## config.mk

```make
export PLATFORM = sky130hd
export DESIGN_NAME = iefr_top
export DESIGN_NICKNAME = d
export VERILOG_FILES = /design/src/hw/iefr_pkg.sv /design/src/hw/iefr_top.sv
export SDC_FILE = /design/constraint.sdc
export NUM_CORES = 1
export LEC_CHECK = 0
export BUFFER_PORTS_ARGS = -buffer_cell sky130_fd_sc_hd__buf_4
export CORE_ASPECT_RATIO = 0.5
export CORE_MARGIN = 1.5
export CORE_UTILIZATION = 44
export CTS_BUF_LIST = sky130_fd_sc_hd__clkbuf_8 sky130_fd_sc_hd__clkbuf_16
export CTS_CLUSTER_DIAMETER = 100
export DETAILED_ROUTE_END_ITERATION = 10
export PLACE_DENSITY = 0.88
export RECOVER_POWER = 100
export SKIP_LAST_GASP = 1
export SYNTH_ARGS = -nofsm -noshare
export SYNTH_HDL_FRONTEND = slang
export SYNTH_SLANG_ARGS = --single-unit
```

## constraint.sdc

```tcl
create_clock -name pclk -period 2 [get_ports pclk]
set_input_delay 0.2 -clock pclk [delete_from_list [all_inputs] [get_ports pclk]]
set_output_delay 0.2 -clock pclk [all_outputs]
set_load 0.05 [all_outputs]
```

## src/hw/iefr_pkg.sv

```systemverilog
/*
 * Constants and types for the interrupt enable and flag register block.
 * Assumes an APB master on pclk and event pulses from the on-chip sources.
 */
`default_nettype none
package iefr_pkg;

  localparam logic [7:0]  idx_control_bank0  = 8'h0b;
  localparam logic [7:0]  idx_control_bank1  = 8'h8b;
  // Byte address is four times the register index
  localparam logic [11:0] addr_control_bank0 = {2'b00, idx_control_bank0, 2'b00};
  localparam logic [11:0] addr_control_bank1 = {2'b00, idx_control_bank1, 2'b00};
  localparam logic [11:0] addr_ev_status     = 12'h100;
  localparam logic [11:0] addr_ev_mask       = 12'h104;
  localparam logic [11:0] addr_pc_pushed     = 12'h108;

  localparam int          bit_global_en      = 7;
  localparam int          bit_nvdata_en      = 6;
  localparam int          bit_timer_en       = 5;
  localparam int          bit_edge_en        = 4;
  localparam int          bit_port_en        = 3;
  localparam int          bit_timer_flag     = 2;
  localparam int          bit_edge_flag      = 1;
  localparam int          bit_port_flag      = 0;

  localparam logic [7:0]  control_reset      = 8'h00;
  localparam logic [3:0]  ev_reset           = 4'h0;
  localparam logic [12:0] pc_reset           = 13'h0000;
  localparam int          pc_width           = 13;
  localparam int          ev_count           = 4;
  localparam logic [31:0] rdata_reset        = 32'h00000000;

  typedef struct packed {
    logic nvdata_write_done;
    logic timer_overflow;
    logic edge_event;
    logic port_change;
  } iefr_events_type;

endpackage
`default_nettype wire

```

## src/hw/iefr_top.sv

```systemverilog
/*
 * Interrupt control register with APB slave, event status and mask,
 * interrupt request and program counter push on acknowledge.
 * Assumes pclk at 125 MHz and source pulses synchronous to pclk.
 */
`default_nettype none
module iefr_top (
  input  wire logic                    pclk,
  input  wire logic                    presetn,
  input  wire logic                    psel,
  input  wire logic                    penable,
  input  wire logic                    pwrite,
  input  wire logic [11:0]             paddr,
  input  wire logic [31:0]             pwdata,
  input  wire logic [3:0]              pstrb,
  output logic      [31:0]             prdata,
  output logic                         pready,
  output logic                         pslverr,
  input  wire iefr_pkg::iefr_events_type source_events,
  input  wire logic                    core_irq_ack,
  input  wire logic [12:0]             core_pc,
  output logic                         core_irq_request,
  output logic                         stack_push,
  output logic      [12:0]             stack_push_data,
  output logic                         irq
);

  // ****************************************************************
  // Storage and next values
  // ****************************************************************
  logic [7:0]                    interrupt_control;
  logic [iefr_pkg::ev_count-1:0] ev_status;
  logic [iefr_pkg::ev_count-1:0] ev_mask;
  logic [iefr_pkg::pc_width-1:0] pc_pushed;

  logic [7:0]                    next_control;
  wire  [iefr_pkg::ev_count-1:0] next_status;
  logic [iefr_pkg::ev_count-1:0] next_mask;
  logic [iefr_pkg::pc_width-1:0] next_pc_pushed;
  logic                          next_stack_push;
  logic [iefr_pkg::pc_width-1:0] next_stack_push_data;
  logic [31:0]                   next_prdata;

  // ****************************************************************
  // Address decode helpers
  // ****************************************************************
  // Both bank addresses reach one and the same control storage
  function automatic logic fn_is_control(input logic [11:0] addr);
    return (addr == iefr_pkg::addr_control_bank0) ||
           (addr == iefr_pkg::addr_control_bank1);
  endfunction

  function automatic logic fn_is_mapped(input logic [11:0] addr);
    return fn_is_control(addr) ||
           (addr == iefr_pkg::addr_ev_status) ||
           (addr == iefr_pkg::addr_ev_mask) ||
           (addr == iefr_pkg::addr_pc_pushed);
  endfunction

  // Unused upper bits read as zero
  function automatic logic [31:0] fn_read_word(
    input logic [11:0]                   addr,
    input logic [7:0]                    control,
    input logic [iefr_pkg::ev_count-1:0] status,
    input logic [iefr_pkg::ev_count-1:0] mask,
    input logic [iefr_pkg::pc_width-1:0] pc
  );
    logic [31:0] word;
    word = iefr_pkg::rdata_reset;
    if (fn_is_control(addr)) begin
      word[7:0] = control;
    end else if (addr == iefr_pkg::addr_ev_status) begin
      word[iefr_pkg::ev_count-1:0] = status;
    end else if (addr == iefr_pkg::addr_ev_mask) begin
      word[iefr_pkg::ev_count-1:0] = mask;
    end else if (addr == iefr_pkg::addr_pc_pushed) begin
      word[iefr_pkg::pc_width-1:0] = pc;
    end
    return word;
  endfunction

  // ****************************************************************
  // Bus phases and strobes
  // ****************************************************************
  wire setup_phase  = psel && !penable;
  wire access_phase = psel && penable;
  wire read_setup   = setup_phase && !pwrite;
  wire lane0_valid  = pstrb[0];
  wire hit_control  = fn_is_control(paddr);
  wire hit_status   = paddr == iefr_pkg::addr_ev_status;
  wire hit_mask     = paddr == iefr_pkg::addr_ev_mask;
  wire mapped       = fn_is_mapped(paddr);
  wire wr           = access_phase && pwrite && mapped && lane0_valid;
  wire wr_control   = wr && hit_control;
  wire wr_status    = wr && hit_status;
  wire wr_mask      = wr && hit_mask;

  wire [31:0] read_word = fn_read_word(paddr, interrupt_control, ev_status, ev_mask,
                                       pc_pushed);

  // Zero wait states: every access ends in its first access cycle
  assign pready  = 1'b1;
  assign pslverr = access_phase && !mapped;

  // ****************************************************************
  // Control register fields and event inputs
  // ****************************************************************
  wire global_irq_enable            = interrupt_control[iefr_pkg::bit_global_en];
  wire nvdata_write_done_irq_enable = interrupt_control[iefr_pkg::bit_nvdata_en];
  wire timer_overflow_irq_enable    = interrupt_control[iefr_pkg::bit_timer_en];
  wire edge_pin_irq_enable          = interrupt_control[iefr_pkg::bit_edge_en];
  wire port_change_irq_enable       = interrupt_control[iefr_pkg::bit_port_en];
  wire timer_overflow_flag          = interrupt_control[iefr_pkg::bit_timer_flag];
  wire edge_pin_flag                = interrupt_control[iefr_pkg::bit_edge_flag];
  wire port_change_flag             = interrupt_control[iefr_pkg::bit_port_flag];

  wire ev_nvdata = source_events.nvdata_write_done;
  wire ev_timer  = source_events.timer_overflow;
  wire ev_edge   = source_events.edge_event;
  wire ev_port   = source_events.port_change;

  // ****************************************************************
  // Control register
  // ****************************************************************
  always_comb begin
    next_control = interrupt_control;
    if (wr_control) begin
      next_control = pwdata[7:0];
    end
    // Hardware set wins over a software clear in the same cycle
    if (ev_timer) begin
      next_control[iefr_pkg::bit_timer_flag] = 1'b1;
    end
    if (ev_edge) begin
      next_control[iefr_pkg::bit_edge_flag] = 1'b1;
    end
    if (ev_port) begin
      next_control[iefr_pkg::bit_port_flag] = 1'b1;
    end
  end

  // Bit zero has no defined reset value; zero is one legal choice
  always_ff @(posedge pclk or negedge presetn) begin
    if (!presetn) begin
      interrupt_control <= iefr_pkg::control_reset;
    end else begin
      interrupt_control <= next_control;
    end
  end

  // ****************************************************************
  // Request to the core
  // ****************************************************************
  // The write-complete source has no flag of its own: its level is used
  wire nvdata_pending = nvdata_write_done_irq_enable && ev_nvdata;
  wire timer_pending  = timer_overflow_irq_enable && timer_overflow_flag;
  wire edge_pending   = edge_pin_irq_enable && edge_pin_flag;
  wire port_pending   = port_change_irq_enable && port_change_flag;
  wire any_pending    = nvdata_pending || timer_pending || edge_pending || port_pending;

  assign core_irq_request = global_irq_enable && any_pending;

  // ****************************************************************
  // Program counter push on acknowledge
  // ****************************************************************
  wire take = core_irq_ack && core_irq_request;

  always_comb begin
    next_stack_push      = take;
    next_stack_push_data = stack_push_data;
    next_pc_pushed       = pc_pushed;
    if (take) begin
      next_stack_push_data = core_pc;
      next_pc_pushed       = core_pc;
    end
  end

  always_ff @(posedge pclk or negedge presetn) begin
    if (!presetn) begin
      stack_push      <= 1'b0;
      stack_push_data <= iefr_pkg::pc_reset;
      pc_pushed       <= iefr_pkg::pc_reset;
    end else begin
      stack_push      <= next_stack_push;
      stack_push_data <= next_stack_push_data;
      pc_pushed       <= next_pc_pushed;
    end
  end

  // ****************************************************************
  // Event status, mask and interrupt line
  // ****************************************************************
  wire [iefr_pkg::ev_count-1:0] ev_now = {ev_nvdata, ev_timer, ev_edge, ev_port};

  // An event in the clearing cycle keeps its status bit set
  for (genvar k = 0; k < iefr_pkg::ev_count; k++) begin : g_status
    assign next_status[k] = ev_now[k] || (ev_status[k] && !(wr_status && pwdata[k]));
  end

  always_comb begin
    next_mask = ev_mask;
    if (wr_mask) begin
      next_mask = pwdata[iefr_pkg::ev_count-1:0];
    end
  end

  always_ff @(posedge pclk or negedge presetn) begin
    if (!presetn) begin
      ev_status <= iefr_pkg::ev_reset;
      ev_mask   <= iefr_pkg::ev_reset;
    end else begin
      ev_status <= next_status;
      ev_mask   <= next_mask;
    end
  end

  assign irq = |(ev_status & ev_mask);

  // ****************************************************************
  // Read data
  // ****************************************************************
  // Loaded in the setup cycle so that it stands through the access phase
  always_comb begin
    next_prdata = prdata;
    if (read_setup) begin
      next_prdata = read_word;
    end
  end

  always_ff @(posedge pclk or negedge presetn) begin
    if (!presetn) begin
      prdata <= iefr_pkg::rdata_reset;
    end else begin
      prdata <= next_prdata;
    end
  end

endmodule
`default_nettype wire

```

# After elaboration in Yosys (flattened, before gate mapping)

Index checks and enable logic that the tools add are counted.

Eq/ne operators: 5
Mux-type cells: 11
Bitwise gates (word level): 1
Reduce and logical (&&, ||, !) cells: 46

Operator list:

| cell                                                              | count |
|---|---|
| 12-bit by 9-bit == test with 1-bit output, second input constant  | 3 |
| 1-bit logical AND                                                 | 24 |
| 9-bit 2-to-1 mux                                                  | 2 |
| 13-bit 2-to-1 mux                                                 | 1 |
| 12-bit by 10-bit == test with 1-bit output, second input constant | 1 |
| 12-bit by 6-bit == test with 1-bit output, second input constant  | 1 |
| 1-bit logical OR                                                  | 11 |
| 4-bit 2-to-1 mux                                                  | 2 |
| 8-bit 2-to-1 mux                                                  | 1 |
| 1-bit logical NOT                                                 | 7 |
| 2-bit nonzero test                                                | 3 |
| 5-bit 2-to-1 mux                                                  | 1 |
| 4-bit bitwise AND                                                 | 1 |
| 4-bit OR reduction                                                | 1 |
| 1-bit 2-to-1 mux                                                  | 3 |
| 3-bit 2-to-1 mux                                                  | 1 |

Flip-flop bits (word level): 43
Output and inout port bits: 50
Word-level logic and storage cells: 72

# Depth between registers and ports, before layout

Depth in word-level cells: 12
Depth in mapped cells: 6
Depth with buffers taken out: 4

# Worst setup path after synthesis

No wires, ideal clock.

Kind: register -> register
Start: register interrupt_control[1]
End: register pc_pushed[10] (netlist name)
Library setup time: 125 ps
Arrival: 2,547 ps
Setup slack: -672 ps
Cell stages (with the launch flop): 6
Path buffers: 1
Clock period less this slack: 2,672 ps
Cell sequence: dfrtp_1 a22oi_1 a21boi_0 nand2_1 buf_1 mux2_2

Cells in the longest elaborated chain, start to end: 5

RTL lines:

| item                          | line            | source |
|---|---|---|
| start, declared               | iefr_top.sv:31  | `logic [7:0] interrupt_control;` |
| start signal, assigned        | iefr_top.sv:145 | `interrupt_control <= iefr_pkg::control_reset;` |
| start signal, assigned        | iefr_top.sv:147 | `interrupt_control <= next_control;` |
| 1-bit logical AND             | iefr_top.sv:157 | `wire edge_pending = edge_pin_irq_enable && edge_pin_flag;` |
| 1-bit logical OR (2 in a row) | iefr_top.sv:159 | `wire any_pending = nvdata_pending \|\| timer_pending \|\| edge_pending \|\| port_pending;` |
| 1-bit logical AND             | iefr_top.sv:161 | `assign core_irq_request = global_irq_enable && any_pending;` |
| net core_irq_request          | iefr_top.sv:22  | `output logic core_irq_request,` |
| 1-bit logical AND             | iefr_top.sv:166 | `wire take = core_irq_ack && core_irq_request;` |
| end signal, assigned          | iefr_top.sv:182 | `pc_pushed <= iefr_pkg::pc_reset;` |
| end signal, assigned          | iefr_top.sv:186 | `pc_pushed <= next_pc_pushed;` |
| end, declared                 | iefr_top.sv:34  | `logic [iefr_pkg::pc_width-1:0] pc_pushed;` |

The timed path passes the listed nets, and every way through them passes these cells.
A chain may end at the register's enable or synchronous reset.

# Worst setup path in the final report

Start: input port paddr[1]
End: register ev_mask[2] (netlist name)

Cells in the longest elaborated chain, start to end: 8
Elaborated cells on any way between the ends: 12
Those cells by class: eq/ne: 5; reduce/logical: 7

RTL lines:

| item                                                                                                           | line                           | source |
|---|---|---|
| start, declared                                                                                                | iefr_top.sv:13                 | `input wire logic [11:0] paddr,` |
| 12-bit by 6-bit == test with 1-bit output / 12-bit by 10-bit == test with 1-bit output (equally long branches) | iefr_top.sv:49, iefr_top.sv:50 |  |
| 1-bit logical OR                                                                                               | iefr_top.sv:49                 | `return (addr == iefr_pkg::addr_control_bank0) \|\|` |
| 1-bit logical OR                                                                                               | iefr_top.sv:54                 | `return fn_is_control(addr) \|\|` |
| 1-bit logical OR                                                                                               | iefr_top.sv:55                 | `(addr == iefr_pkg::addr_ev_status) \|\|` |
| 1-bit logical OR                                                                                               | iefr_top.sv:56                 | `(addr == iefr_pkg::addr_ev_mask) \|\|` |
| 1-bit logical AND (2 in a row)                                                                                 | iefr_top.sv:93                 | `wire wr = access_phase && pwrite && mapped && lane0_valid;` |
| 1-bit logical AND *                                                                                            | iefr_top.sv:96                 | `wire wr_mask = wr && hit_mask;` |
| end signal, assigned                                                                                           | iefr_top.sv:210                | `ev_mask <= iefr_pkg::ev_reset;` |
| end signal, assigned                                                                                           | iefr_top.sv:213                | `ev_mask <= next_mask;` |
| end, declared                                                                                                  | iefr_top.sv:33                 | `logic [iefr_pkg::ev_count-1:0] ev_mask;` |

Mark *: on every way between the ends. The rest lies on a longest branch, timed or not.

==> summary.txt <==
Timing
  – # setup viols final: 0
  – Crit share post-route: 0.9203
  – Final Skew: 0.004928 ns
  – Worst setup slack after layout: roughly 0.16 ns
  – Pins Over Slew Limit: 0
  – RSZ-0062 raised after global routing: false
  – Setup TNS: 0 ns
  – Max Freq: around 540 MHz
  – Worst-margin pin slew: approximately 1.1 ns
  – Rel. slew slack: 0.2881
  – Final Hold Violating Endpoints: 0
  – Final hold slack: 0.09704 ns
  – Final min period: ~1.8 ns

Critical path
  – Critical Path RT: 2.17 ns
  – Worst path slowest cell: or4_1
  – Critical path launch point type: primary input
  – Crit-path max cell delay: 0.67 ns
  – WP data arrival: around 2.0 ns
  – CP endpoint kind: flip-flop
  – Worst setup path start: paddr[1]
  – Cell Chain, Critical Path: clkbuf_4 -> or4_1 -> nor3_1 -> and3_1 -> mux2_1
  – Crit Path Max Fanout: 7
  – R2r startpoint: interrupt_control[5]
  – Critical path type: in -> reg

Routing
  – DR WL/cell: between 15 and 20 um
  – DRT iter0 DRCs: ~110
  – DR vias/cell: 5.263
  – Routed WL: about 5.4 mm
  – Pre-antenna DRT Iters: 4
  – DRC violations left: 0
  – Detail Route Antenna Nets: 0
  – DR vias: 1821

Die
  – IO Count: 121
  – Die width: between 100 and 150 um
  – DIE AREA: between 5000 and 6000 sq um
  – Vert. Die Dim: approximately 53 um
  – Starting Density: 0.4785
  – Core box area: between 4000 and 5000 sq um
  – Std cell rows: 17

Placed design
  – I/O Buffers: 73
  – Detailed Place HPWL: a little under 4 mm
  – Pre-CTS setup slack: slightly above 0.07 ns
  – Gpl congestion: roughly 0.85

Global routing
  – Largest net degree at the start of global routing: 44
  – Vias in the first global route: around 1800
  – Global-route wire length before repair: about 8.5 mm
  – Total Routing Usage GR: 0.2115
  – Initial antenna violation count: 0
  – Remaining global-route overflow: 0

Power and ir drop
  – Worst vdd rail ir drop: 0.4441 mV
  – Internal cell power: roughly 0.0013 W
  – Cell Pwr Density: between 600 and 700 nW/um^2
  – Clk network pwr share: 0.340
  – Switching Fraction: 0.2860
  – Comb power frac: 0.161
  – Reg power frac: 0.500
  – Leakage: around 1.3 nW
  – Switching power total: about 0.00051 W

Logic synthesis
  – Fraction of registers with async set or reset after synthesis: 1.000
  – #FFs+latches synth: 43
  – Synth cell types: 37
  – Post-synth top flop: dfrtp_1
  – Post-synthesis sequential area ratio: 0.4895
  – Synthesis Warnings: 0
  – Mapped Cells: 202
  – Post-Syn Area: 2198 sq um
  – Synthesized area per cell: around 11 sq um
  – Post-synth EDFFs: 0

Clock network
  – CTS clock-pin slew for the worst setup and hold paths: ~0.08 ns
  – Clock sinks: 43
  – Clk root buf: clkbuf_8
  – Post_cts resized: 0
  – CTS Buffer Depth: 2
  – TritonCTS clock tree: done
  – Clock latency on the worst-skew pair: ~0.29 ns
  – TritonCTS Buffers: 5
  – CTS H-tree lvls: 2

Run
  – Number of max-cap violations: 0

Hold path
  – Hold_sp: source_events[2]
  – Hold Path Class: in -> reg

Layout
  – Share of layout cells above drive strength 1: 0.2714
  – Utilization after layout: 0.5817
  – Fin nets: 350
  – Area growth from synthesis to layout: 21.57%
  – Fillers: approximately 400
  – Ant. Diodes: 0

Status
  – Status: complete, no violations
## worst max-delay path, delay by kind of cell
| kind | cells | cell delay [ns] |
|---|---|---|
| and+or+nand+nor | 3 | 1.34 |
| muxes | 1 | 0.36 |
| buffers and inverters | 1 | 0.11 |
## flip-flops by register name, indices dropped and copies added (netlist names)
register,cells
pc_pushed,13
prdata,13
interrupt_control,8
ev_mask,4
ev_status,4
stack_push,1
## logic make-up (layout without fill, tap and decap cells)
group | after synthesis | in the layout | share of synthesized area
multiplexers | 26 | 26 | 0.1377
buffers and inverters | 30 | 90 | 0.09789
AND/OR/NAND/NOR | 67 | 67 | 0.1696
AO/OA/AOI/OAI | 34 | 34 | 0.1019
flip-flops | 43 | 43 | 0.4895
other | 2 | 20 | 0.003416
## per-layer routing
metal | global-route usage | up-vias | part of all wire
met3 | 0.04888 | 15 | 0.048
li1 | - | 835 | -
met2 | 0.3673 | 71 | 0.51
met4 | 0.1149 | 0 | 0.022
met5 | 0 | - | 0
met1 | 0.2477 | 900 | 0.42
## power by group through the flow
stage	combinational [W]	sequential (W)	clock [W]
after floorplan	0.000164	0.000951	0
after global placement	0.000296	0.000907	0
after detailed placement	0.000302	0.000908	0
after CTS	0.000305	0.000891	0.000611
after global routing	0.000307	0.000893	0.000656
final	0.000286	0.000891	0.000605
## repair_timing
item | in CTS | in global routing
hold buffers | 1 | 0
endpoints found under the hold margin | 43 | 0
buffers inserted | 0 | 0
## cell usage in the layout, fill, tap and decap left out, types with 2 or more instances in the layout
cell type	n
a21o_1	4
mux2i_1	4
inv_1	3
clkbuf_2	2
nor3_1	10
nand2_1	20
mux2_1	4
buf_4	44
nand3_1	12
nor2_1	8
a211oi_1	4
a21oi_1	4
mux2_2	18
clkbuf_8	7
clkbuf_4	2
nor4_1	2
clkbuf_1	31
o21ai_0	11
a22oi_1	8
conb_1	20
nand3b_1	4
dfrtp_1	43
nand4_1	2
## path summary, 6_finish.rpt
path	endpoint	slack [ns]	depth (start not counted)
worst min register to register	prdata[9]	0.47	2
worst max-delay path	ev_mask[2]	0.16	5
max in group asynchronous	interrupt_control[0]	0.70	2
worst max register to register	pc_pushed[6]	0.47	5
min in group asynchronous	pc_pushed[5]	0.64	2
worst min-delay path	ev_status[2]	0.1	2
## stage by stage
step	area, sq um	std cells	total power [W]
4_1_cts	2848	346	0.001807
2_1_floorplan	2270	220	0.001115
6_report	2673	346	0.001783
5_1_grt	2673	346	0.001855
3_5_place_dp	2738	337	0.001210
3_3_place_gp	2738	337	0.001203
## cell usage after synthesis (2+ instances only)
master	count	area share
buf_6	3	0.015
mux2_4	4	0.027
nand3_1	12	0.027
o21ai_0	11	0.025
nand4_1	2	0.0057
a21oi_1	4	0.0091
a211oi_1	3	0.010
buf_4	21	0.072
dfrtp_1	43	0.49
nand2_1	20	0.034
conb_1	2	0.0034
nand3b_1	4	0.014
a22oi_1	8	0.027
nor2_1	8	0.014
mux2i_1	4	0.018
inv_1	2	0.0034
mux2_2	18	0.092
nor3_1	9	0.020
a21o_1	4	0.014
or4_4	2	0.010
clkbuf_1	2	0.0034
## cell type report
class | count | area (sq um) | share of cell area
clock buffer | 7 | 96.34 | 0.03605
clock inverter | 1 | 3.754 | 0.001404
inverter | 2 | 7.507 | 0.002809
multi-input combinational | 147 | 924.6 | 0.3460
sequential | 43 | 1076 | 0.4026
tap | 66 | 82.58 | 0.03090
timing repair buffer | 80 | 481.7 | 0.1802
(Power assumes the default switching activity.)
